File: config.mk
export PLATFORM = sky130hd
export DESIGN_NAME = usbc_sender_ctrl
export DESIGN_NICKNAME = d
export VERILOG_FILES = /design/src/design/usbc_sender_ctrl.v
export VERILOG_INCLUDE_DIRS = /design/src /design/src/design
export SDC_FILE = /design/constraint.sdc
export NUM_CORES = 1
export LEC_CHECK = 0
export BUFFER_PORTS_ARGS = -buffer_cell sky130_fd_sc_hd__buf_2
export CAP_MARGIN = 5
export CORE_MARGIN = 4
export CORE_UTILIZATION = 25
export CTS_BUF_LIST = sky130_fd_sc_hd__clkbuf_4 sky130_fd_sc_hd__clkbuf_8
export DETAILED_ROUTE_END_ITERATION = 8
export PLACE_DENSITY_LB_ADDON = 0.08
export SYNTH_ARGS = -nofsm -noshare
export SYNTH_HDL_FRONTEND = slang
export SYNTH_SLANG_ARGS = --single-unit
File: constraint.sdc
create_clock -name clk_i -period 2.1 [get_ports clk_i]
set_clock_uncertainty 0.05 [all_clocks]
set_input_delay 0.21 -clock clk_i [delete_from_list [all_inputs] [get_ports clk_i]]
set_output_delay 0.21 -clock clk_i [all_outputs]
set_load 0.01 [all_outputs]
File: src/design/usbc_defines.vh
`ifndef USBC_DEFINES_VH
`define USBC_DEFINES_VH
// ==========================================
// Register byte offsets
`define USBC_CTRL_OFS      4'h0
`define USBC_STAT_OFS      4'h4
`define USBC_IRQ_OFS       4'h8
`define USBC_MASK_OFS      4'hc
// ==========================================
// Control fields
`define USBC_CTRL_ENABLE   0
`define USBC_CTRL_OPERATE  1
`define USBC_CTRL_ANSWER   2
`define USBC_CTRL_LAMPCLR  3
// ==========================================
// Event bits
`define USBC_EV_ID_OK      0
`define USBC_EV_ID_BAD     1
`define USBC_EV_BREAK      2
`define USBC_EV_HANGUP     3
`define USBC_EV_CARR_LOST  4
`define USBC_EV_W          5
// ==========================================
// Timing
// Sized wide so the thirty-second span does not wrap in 32 bits
`define USBC_CLK_HZ        64'h000000000ee6b280
`define USBC_CARR_SEC      64'h000000000000001e
`define USBC_CARR_CYC      (`USBC_CLK_HZ * `USBC_CARR_SEC)
`define USBC_ID_BITS       14
`define USBC_ID_CODE       14'h1555
`endif

File: src/design/usbc_sender_ctrl.v
// Local design decisions: the Wishbone slave port and the placing of the registers.
`timescale 1ns/100ps
`include "usbc_defines.vh"

// Contract
// - Hang up after thirty seconds of continuous carrier absence.
// - Compare received identification bit by bit; start only on full match.
// - Send no tape data before a valid identification is recognized.
// - Identification is 14 bits; valid one switches the reader on.
// - Stop sending whenever circuit continuity is lost.
// - On break: stop reader, light break lamp, ring bell.
// - Break acts only in operate position, never in test.
// - Break-equipped sender works only with break-equipped receivers.
module usbc_sender_ctrl
#(
   parameter [63:0] CARR_CYC = `USBC_CARR_CYC,
   parameter        ID_BITS  = `USBC_ID_BITS,
   parameter [13:0] ID_CODE  = `USBC_ID_CODE
)
(
   // Clock and reset
   input  wire        clk_i,
   input  wire        rst_i,
   input  wire        ce_i,
   // Wishbone slave
   input  wire        wb_cyc_i,
   input  wire        wb_stb_i,
   input  wire        wb_we_i,
   input  wire [3:0]  wb_adr_i,
   input  wire [3:0]  wb_sel_i,
   input  wire [31:0] wb_dat_i,
   output reg  [31:0] wb_dat_o,
   output reg         wb_ack_o,
   // Data set
   input  wire        ring_i,
   input  wire        carrier_i,
   input  wire        rev_chan_i,
   input  wire        id_bit_i,
   input  wire        id_strobe_i,
   output reg         off_hook_o,
   // Reader and alarms
   input  wire        tape_i,
   output reg         tx_data_o,
   output reg         reader_on_o,
   output reg         break_lamp_o,
   output reg         bell_o,
   output reg         irq_o
);

   // ==========================================
   // States
   localparam [3:0] S_IDLE = 4'h1;
   localparam [3:0] S_WAIT = 4'h2;
   localparam [3:0] S_SEND = 4'h4;
   localparam [3:0] S_BRK  = 4'h8;

   reg  [3:0]  state_reg;
   reg  [3:0]  ctrl_reg;
   reg  [4:0]  irq_reg;
   reg  [4:0]  mask_reg;
   reg  [63:0] carr_cnt_reg;
   reg  [13:0] id_shift_reg;
   reg  [4:0]  id_cnt_reg;
   reg  [4:0]  ev_next;
   reg  [3:0]  state_next;

   wire        wb_req;
   wire        wb_wr;
   wire        carr_timeout;
   wire        id_done;
   wire        id_match;
   wire        brk_ev;
   wire        wr_ctrl;
   wire        wr_irq;
   wire        wr_mask;
   wire        lamp_clr;
   wire        send_go;
   wire        brk_enter;
   wire [4:0]  irq_next;
   wire [4:0]  mask_next;

   function sel_hit;
      input [3:0] adr;
      input [3:0] ofs;
      begin
         sel_hit = (adr == ofs);
      end
   endfunction

   // ==========================================
   // Bus access
   assign wb_req = wb_cyc_i & wb_stb_i & ~wb_ack_o;
   assign wb_wr  = wb_req & wb_we_i & wb_sel_i[0];

   // ==========================================
   // Event detection
   // Timer only runs off-hook; restarts on any carrier return
   assign carr_timeout = off_hook_o & ~carrier_i
                         & (carr_cnt_reg >= CARR_CYC - 64'h1);
   assign id_done  = id_strobe_i & (id_cnt_reg == ID_BITS - 1);
   assign id_match = ({id_shift_reg[12:0], id_bit_i} == ID_CODE);
   // Break only honoured in operate; needs a break-equipped far end
   assign brk_ev   = rev_chan_i & ctrl_reg[`USBC_CTRL_OPERATE]
                     & (state_reg == S_SEND);

   always @*
   begin
      ev_next    = 5'h00;
      state_next = state_reg;
      case (state_reg)
         S_IDLE:
         begin
            if (ring_i & ctrl_reg[`USBC_CTRL_ENABLE]
                & ctrl_reg[`USBC_CTRL_ANSWER])
               state_next = S_WAIT;
         end
         S_WAIT:
         begin
            if (carr_timeout)
            begin
               state_next = S_IDLE;
               ev_next[`USBC_EV_HANGUP] = 1'b1;
            end
            else if (id_done & id_match)
            begin
               state_next = S_SEND;
               ev_next[`USBC_EV_ID_OK] = 1'b1;
            end
            else if (id_done)
               ev_next[`USBC_EV_ID_BAD] = 1'b1;
         end
         S_SEND:
         begin
            if (carr_timeout)
            begin
               state_next = S_IDLE;
               ev_next[`USBC_EV_HANGUP] = 1'b1;
            end
            else if (brk_ev)
            begin
               state_next = S_BRK;
               ev_next[`USBC_EV_BREAK] = 1'b1;
            end
            else if (~carrier_i & carr_cnt_reg == 64'h0)
               ev_next[`USBC_EV_CARR_LOST] = 1'b1;
         end
         S_BRK:
         begin
            if (carr_timeout)
            begin
               state_next = S_IDLE;
               ev_next[`USBC_EV_HANGUP] = 1'b1;
            end
         end
         default:
            state_next = S_IDLE;
      endcase
   end

   // ==========================================
   // Register decode
   assign wr_ctrl   = wb_wr & sel_hit(wb_adr_i, `USBC_CTRL_OFS);
   assign wr_irq    = wb_wr & sel_hit(wb_adr_i, `USBC_IRQ_OFS);
   assign wr_mask   = wb_wr & sel_hit(wb_adr_i, `USBC_MASK_OFS);
   assign lamp_clr  = wr_ctrl & wb_dat_i[`USBC_CTRL_LAMPCLR];
   // Set wins over a write-one clear in the same cycle
   assign irq_next  = (irq_reg & ~(wr_irq ? wb_dat_i[4:0] : 5'h00))
                      | ev_next;
   assign mask_next = wr_mask ? wb_dat_i[4:0] : mask_reg;
   assign send_go   = (state_next == S_SEND) & carrier_i;
   assign brk_enter = (state_next == S_BRK) & (state_reg != S_BRK);

   // ==========================================
   // Bus slave
   always @(posedge clk_i)
   begin
      if (rst_i)
      begin
         wb_ack_o <= 1'b0;
         wb_dat_o <= 32'h00000000;
         ctrl_reg <= 4'h0;
         mask_reg <= 5'h00;
      end
      else if (ce_i)
      begin
         // Registered ack costs one wait state but keeps paths short
         wb_ack_o <= wb_req;
         wb_dat_o <= 32'h00000000;
         if (wb_req & ~wb_we_i)
         begin
            if (sel_hit(wb_adr_i, `USBC_CTRL_OFS))
               wb_dat_o <= {28'h0000000, ctrl_reg};
            else if (sel_hit(wb_adr_i, `USBC_STAT_OFS))
               wb_dat_o <= {24'h000000, state_reg, break_lamp_o,
                            reader_on_o, off_hook_o, carrier_i};
            else if (sel_hit(wb_adr_i, `USBC_IRQ_OFS))
               wb_dat_o <= {27'h0000000, irq_reg};
            else if (sel_hit(wb_adr_i, `USBC_MASK_OFS))
               wb_dat_o <= {27'h0000000, mask_reg};
         end
         if (wr_ctrl)
            ctrl_reg <= {1'b0, wb_dat_i[2:0]};
         mask_reg <= mask_next;
      end
   end

   // ==========================================
   // Call state
   always @(posedge clk_i)
   begin
      if (rst_i)
         state_reg <= S_IDLE;
      else if (ce_i)
         state_reg <= state_next;
   end

   // ==========================================
   // Interrupts
   always @(posedge clk_i)
   begin
      if (rst_i)
      begin
         irq_reg <= 5'h00;
         irq_o   <= 1'b0;
      end
      else if (ce_i)
      begin
         irq_reg <= irq_next;
         // Built from next values so the level never lags a write
         irq_o   <= |(irq_next & mask_next);
      end
   end

   // ==========================================
   // Carrier absence timer
   // Wide counter so the full hang-up span fits at the system clock
   always @(posedge clk_i)
   begin
      if (rst_i)
         carr_cnt_reg <= 64'h0;
      else if (ce_i)
      begin
         if (carrier_i | ~off_hook_o | carr_timeout)
            carr_cnt_reg <= 64'h0;
         else
            carr_cnt_reg <= carr_cnt_reg + 64'h1;
      end
   end

   // ==========================================
   // Identification receiver
   always @(posedge clk_i)
   begin
      if (rst_i)
      begin
         id_cnt_reg   <= 5'h00;
         id_shift_reg <= 14'h0000;
      end
      else if (ce_i)
      begin
         // A rejected code leaves no stale bits for the next attempt
         if (state_reg != S_WAIT | id_done)
         begin
            id_cnt_reg   <= 5'h00;
            id_shift_reg <= 14'h0000;
         end
         else if (id_strobe_i)
         begin
            id_cnt_reg   <= id_cnt_reg + 5'h01;
            id_shift_reg <= {id_shift_reg[12:0], id_bit_i};
         end
      end
   end

   // ==========================================
   // Line and reader outputs
   always @(posedge clk_i)
   begin
      if (rst_i)
      begin
         off_hook_o  <= 1'b0;
         tx_data_o   <= 1'b1;
         reader_on_o <= 1'b0;
      end
      else if (ce_i)
      begin
         off_hook_o  <= (state_next != S_IDLE);
         // Reader runs only after valid code and while carrier holds
         reader_on_o <= send_go;
         // Line idles at mark so a stopped reader sends nothing
         tx_data_o   <= send_go ? tape_i : 1'b1;
      end
   end

   // ==========================================
   // Break alarm
   always @(posedge clk_i)
   begin
      if (rst_i)
      begin
         break_lamp_o <= 1'b0;
         bell_o       <= 1'b0;
      end
      else if (ce_i)
      begin
         // Alarm latches until software clears it; a new break wins
         if (brk_enter)
         begin
            break_lamp_o <= 1'b1;
            bell_o       <= 1'b1;
         end
         else if (lamp_clr)
         begin
            break_lamp_o <= 1'b0;
            bell_o       <= 1'b0;
         end
      end
   end

endmodule

# Word-level counts from Yosys, hierarchy flattened
# Index checks and enable logic that the tools add are counted.
[word_totals]
mem_bits_ro = 0
ramBits = 0
mem_count = 0
latchBits = 0
ff_bits = 137
word_cells = 107
input_bits = 52
[op_classes]
magnitude_cmp = 1
eq_ne = 14
bitwise = 31
reduce_logical = 9
div_mod_pow = 0
mul = 0
shift = 0
addsub = 2
mux = 36
[ops]
columns = ["operator", "count"]
rows = [
  ["$add 64x1->64 const B", 1],
  ["$ge 64x33->1 const B", 1],
  ["$logic_not 64->1", 1],
  ["$mux 64", 1],
  ["$mux 5", 6],
  ["$mux 13", 2],
  ["$mux 4", 6],
  ["$mux 8", 3],
  ["$and 1x1->1", 20],
  ["$eq 4x4->1 const B", 4],
  ["$pmux 4 s4", 1],
  ["$mux 1", 15],
  ["$eq 14x13->1 const B", 1],
  ["$eq 4x3->1 const B", 3],
  ["$and 5x5->5", 2],
  ["$reduce_and 2->1", 3],
  ["$add 5x1->5 const B", 1],
  ["$eq 5x4->1 const B", 1],
  ["$not 5->5", 1],
  ["$or 5x5->5", 1],
  ["$reduce_or 5->1", 1],
  ["$eq 4x1->1 const B", 1],
  ["$eq 4x2->1 const B", 1],
  ["$logic_not 4->1", 1],
  ["8 further kinds", 15],
]

# Logic depth before layout (Yosys ltp)
[logic_depth]
depth_word = 11
depth_mapped = 9

# Worst setup path after synthesis
# OpenSTA, ideal clock, no wires.
[synth_timing]
kind = "reg2reg"
startpoint = "reg carr_cnt_reg[36]"
endpoint = "reg carr_cnt_reg[30]"
t_arrival_ps = 2186
n_path_buf = 2
path_stages_with_launch = 9
slack_ps = -204
required_ps = 1983
path_cell_list = "dfxtp_1 nor4_2 nand4_1 or3b_1 or4_1 a21o_1 buf_6 buf_12 a21oi_4"
[synth_between]
elab_chain_cells = 4
[synth_rtl]
columns = ["element", "line", "rtl"]
rows = [
  ["start, declared", "usbc_sender_ctrl.v:61", "reg [63:0] carr_cnt_reg;"],
  ["start signal, assigned", "usbc_sender_ctrl.v:246", "carr_cnt_reg <= carr_cnt_reg + 64'h1;"],
  ["$ge 64x33->1", "usbc_sender_ctrl.v:99", "& (carr_cnt_reg >= CARR_CYC - 64'h1);"],
  ["$and 1x1->1", "usbc_sender_ctrl.v:99", ""],
  ["$or 1x1->1", "usbc_sender_ctrl.v:243", "if (carrier_i | ~off_hook_o | carr_timeout)"],
  ["$mux 64", "usbc_sender_ctrl.v:243", ""],
]
# Every way passes these cells.
# A chain may end at the register's enable or synchronous reset.

# Worst setup path after layout
[layout_timing]
startpoint = "reg carr_cnt_reg[43]"
endpoint = "reg carr_cnt_reg[60]"
[layout_between]
elab_chain_cells = 4
word_cells_on_any_way = 5
cone_classes = "add/sub: 1; order compare: 1; mux: 1; bitwise: 2"
[layout_rtl]
columns = ["element", "line"]
rows = [
  ["$ge 64x33->1", "usbc_sender_ctrl.v:99"],
  ["$and 1x1->1", "usbc_sender_ctrl.v:99"],
  ["$or 1x1->1", "usbc_sender_ctrl.v:243"],
  ["$mux 64 (*)", "usbc_sender_ctrl.v:243"],
]
# Mark *: on every way between the ends. The rest lies on a longest branch, timed or not.

==> summary.md <==
The worst setup slack for register-to-register paths was -420 ps. The number of instances on the worst hold path was 3. The critical path is of the flop to flop type.

In the routed design, unresolved DRC markers number 0. On the worst path, the slowest cell contributes a delay of 530 ps. The worst pin sits at a relative slew slack of 65.6%. The critical-path maximum fanout came out at 6. Compared with the post-synthesis result, the final layout area differs by 38.1%. After detailed routing, no signal wire sits above met4. Across all layers, the routed design uses 5,471 vias. Of the available clock period, the critical path in the final layout requires 120%. At the later pin of the worst-skew pair, clock insertion delay measures 440 ps.

In the detailed route, the total length drawn on met3 is 632 um. The tools report the weighted congestion reported at the end of routability-driven placement as 0.770. The highest achievable clock rate is 396 MHz, and the overall die area is 0.0270 mm2. The number of warnings printed during yosys synthesis came out at 0. The global-route wire length before repair is 28,600 um, and the maximum clock path buffer count is 2. For the core outline area, the log shows 0.0238 mm2.

The tree is rooted in a sky130_fd_sc_hd__clkbuf_8. For the worst setup path, the data arrival time is 2850 ps. The number of nets in the final layout came out at 927. The initial utilization of the core area, before any placement, comes to 25.7%. Row generation in the floorplan step produced 56 rows. The first-pass iteration count of the detailed router is 4.

Entering global routing, the biggest net connects 22 pins. The tools report the critical register-to-register path endpoint as carr_cnt_reg[60]$_SDFFE_PP0P_. Setup repair after global routing could not meet its margin everywhere. The run finished, with violations left.

A synthesized cell averages 9.06 um2. Count of buffers from port buffering: 36. In this run the critical register-to-register path is launched from carr_cnt_reg[43]$_SDFFE_PP0P_. Count of filler cells inserted in the layout: 2,451. Among all stages on the critical path, the largest delay is contributed by sky130_fd_sc_hd__or4_4.

Hold-critical path endpoint: ctrl_reg[1]$_SDFFE_PP0P_. For this block, the initial DRC count from the detailed router was 327. Of all flip-flops after synthesis, the portion carrying an async set or reset was 0%. Summed over all cells, the static leakage comes to 3.12 nW. TritonCTS built the clock tree. Summed over its instances, the top area cell type makes up 37.0% of the synthesized netlist area. After detailed routing, the met2 layer carries 8530 um of wire. For the placed wire-length estimate, the log shows 13,000 um. In this run the most critical hold path is launched from wb_dat_i[1].

The tools report the endpoint class of the critical path as a flop. Transition time of the tightest slew-check pin: 511 ps. IR analysis of the VDD net gives a maximum drop of 0.239 mV. The average routed wire per standard cell is 14.8 um. For the finished layout, the period the worst path requires is 2520 ps. The checks that failed: setup timing. After routing, the total negative slack on setup checks comes to -27,070 ps.

By area the synthesized netlist is led by sky130_fd_sc_hd__dfxtp_1, sky130_fd_sc_hd__nor2_4, sky130_fd_sc_hd__nand2_1. In this run, distinct cell masters in the synthesized netlist total 68. In the final layout, the share of cells above drive strength 1 is 39.6%. Post-layout worst setup margin: -425 ps.

Global routing used 13.4% of the available tracks. In this run the vertical extent of the chip is 164 um. The tools report the share of synthesized area occupied by flip-flops and latches as 37.0%. The signal on the critical path passes through nor4_2 > nand4_1 > or3b_4 > or4_4 > a21o_2 > buf_12 > nor2_4. In this run the power density over the cells is 558 mW/mm2.

Class of the most critical hold timing path: primary input to flop. The number of synthesized register bits is 113, and the cell count after synthesis is 675. Clock tree synthesis inserted a total of 17 buffers. Number of endpoints with negative hold slack in the final report: 0.

The register with the most flip-flops in the layout has 64 of them. For the worst flop-to-flop path, the logic depth is 7. In this run the remaining antenna-violating nets after routing total 0. In the synthesized netlist the dominant register cell turns out to be sky130_fd_sc_hd__dfxtp_1. After detailed routing, the number of vias per cell comes to 4.55. At the worst endpoint, the required time is 2420 ps.

The number of failing setup endpoints in the final timing report is 75. The count of pins over their slew limit is 0. The cell area after synthesis is 0.00611 mm2. Counting flops with a built-in enable in the synthesized netlist gives 0. The clock transition at the registers of the reported paths came out at 80 ps. CTS saw 113 sinks. The global route total overflow is 0. In this run the count of I/O pins placed on the die edge is 91. The repair_antennas step left the layout with diodes totalling 0. The worst setup path is launched from a flop. The number of global-route vias before repair was 5,517; the overall die width was 164 um. The H-tree was split into 4 levels. Hold is met by 57.7 ps.

Counting tap cells, the placed design contains a total of 1,151 instances. Number of violations of the max-capacitance limit: 0. The run gives 17,800 um as the total wire length after detailed routing. The tools report the final standard cell count with taps included and fillers excluded as 1,202. The synthesized design spends more area on one cell type than any other, namely sky130_fd_sc_hd__dfxtp_1. The number of antenna violations at the first check in global routing is 0, and the met1 wire length is 8470 um.
-- per-layer routing --
metal / GRT usage [%] / vias to the layer above
met5: 0 / -
met4: 3.67 / 0
met3: 3.09 / 13
met2: 22.3 / 92
met1: 17.5 / 2628
li1: - / 2738
-- where the power goes --
group	internal [mW]	switching [mW]	total, mW	leakage, nW
clock	1.20	0.986	2.18	0.189
combinational	0.142	0.225	0.366	2.01
sequential	2.15	0.00806	2.16	0.915
-- through the flow --
step | area, um2 | worst slack [ps] | util (%) | power [mW]
CTS | 8240 | -419 | 34.7 | 4.77
floorplan | 6210 | -190 | - | 2.45
global placement | 7570 | -480 | 31.9 | 2.52
global route | 8440 | -501 | 35.6 | 4.92
finish | 8440 | -425 | 35.6 | 4.71
detailed placement | 7570 | -471 | 31.9 | 2.52
-- layout make-up --
cell class                      count  area (um2)  area share, %
Tap cell                          319         399           4.73
Sequential cell                   113        2270           26.9
Inverter                           14        52.6          0.622
Timing Repair Buffer              210        1640           19.5
Multi-Input combinational cell    515        3670           43.4
Clock inverter                     13         163           1.93
Clock buffer                       18         248           2.93
-- critical path, delay by kind of cell (launching register included) --
family / cells / cell delay, ps
AND/OR/NAND/NOR: 5 / 1540
AO/OA/AOI/OAI: 1 / 350
flip-flops: 1 / 330
buffers and inverters: 1 / 190
-- synth_stat cells, types with 6 or more instances --
| library cell | count |
|---|---|
| sky130_fd_sc_hd__xnor2_1 | 24 |
| sky130_fd_sc_hd__o21ai_0 | 13 |
| sky130_fd_sc_hd__mux2i_1 | 8 |
| sky130_fd_sc_hd__buf_12 | 6 |
| sky130_fd_sc_hd__and4_1 | 14 |
| sky130_fd_sc_hd__a21oi_1 | 37 |
| sky130_fd_sc_hd__nor4_1 | 18 |
| sky130_fd_sc_hd__dfxtp_1 | 113 |
| sky130_fd_sc_hd__a31oi_1 | 7 |
| sky130_fd_sc_hd__a22oi_1 | 9 |
| sky130_fd_sc_hd__nor2_1 | 58 |
| sky130_fd_sc_hd__a41oi_1 | 6 |
| sky130_fd_sc_hd__nor3_1 | 16 |
| sky130_fd_sc_hd__and3_1 | 8 |
| sky130_fd_sc_hd__nand4_1 | 20 |
| sky130_fd_sc_hd__xor2_1 | 22 |
| sky130_fd_sc_hd__clkbuf_1 | 23 |
| sky130_fd_sc_hd__buf_4 | 25 |
| sky130_fd_sc_hd__nand3_1 | 29 |
| sky130_fd_sc_hd__nor2_4 | 59 |
| sky130_fd_sc_hd__inv_1 | 14 |
| sky130_fd_sc_hd__nand2_1 | 66 |
-- cell families after synthesis --
kind of cell | after synthesis | share of synthesized area (%)
DFF | 113 | 37.0
AOI/OAI and AO/OA | 101 | 10.8
other | 1 | 0.0613
and+or+nand+nor | 325 | 34.4
muxes | 13 | 2.42
buffers and inverters | 72 | 7.84
adders and majority gates | 4 | 0.819
xor gates and xnor gates | 46 | 6.59
-- layout by cell type, fill, tap and decap left out, types with 5 or more instances in the layout --
cell / instances
sky130_fd_sc_hd__dfxtp_1: 106
sky130_fd_sc_hd__clkinvlp_4: 6
sky130_fd_sc_hd__clkbuf_8: 18
sky130_fd_sc_hd__nor2_1: 58
sky130_fd_sc_hd__o21ai_0: 13
sky130_fd_sc_hd__xnor2_1: 24
sky130_fd_sc_hd__nand3_1: 27
sky130_fd_sc_hd__mux2i_1: 7
sky130_fd_sc_hd__nor4_1: 14
sky130_fd_sc_hd__a41oi_1: 5
sky130_fd_sc_hd__and3_1: 8
sky130_fd_sc_hd__a31oi_1: 7
sky130_fd_sc_hd__buf_4: 158
sky130_fd_sc_hd__conb_1: 24
sky130_fd_sc_hd__buf_2: 36
sky130_fd_sc_hd__nor4_2: 6
sky130_fd_sc_hd__inv_1: 14
sky130_fd_sc_hd__nand4_1: 20
sky130_fd_sc_hd__nor3_1: 13
sky130_fd_sc_hd__nor2_4: 59
sky130_fd_sc_hd__nand2_1: 66
sky130_fd_sc_hd__xor2_1: 22
sky130_fd_sc_hd__a22oi_1: 9
sky130_fd_sc_hd__a21oi_1: 34
sky130_fd_sc_hd__and4_1: 14
sky130_fd_sc_hd__dfxtp_2: 7
-- repair_timing --
item,4_1_cts,5_1_grt
endpoints found under the setup margin,77,78
pin swaps,23,25
buffers inserted,4,7
hold endpoints to repair,3,0
gates cloned,3,3
hold buffers,3,0
gates resized for setup,29,21
-- worst max-delay path by stage --
stage                                   from                            end  slack, ps  cells after the start
3_5_place_dp   carr_cnt_reg[16]$_SDFFE_PP0P_        irq_reg[3]$_SDFFE_PP0P_       -470                      8
4_1_cts        carr_cnt_reg[40]$_SDFFE_PP0P_   carr_cnt_reg[2]$_SDFFE_PP0P_       -420                      7
5_1_grt        carr_cnt_reg[62]$_SDFFE_PP0P_  carr_cnt_reg[54]$_SDFFE_PP0P_       -500                      7
6_report       carr_cnt_reg[43]$_SDFFE_PP0P_  carr_cnt_reg[60]$_SDFFE_PP0P_       -420                      7
3_3_place_gp   carr_cnt_reg[16]$_SDFFE_PP0P_        irq_reg[3]$_SDFFE_PP0P_       -480                      8
2_1_floorplan  carr_cnt_reg[54]$_SDFFE_PP0P_  carr_cnt_reg[30]$_SDFFE_PP0P_       -190                      8
(Power assumes the default switching activity.)
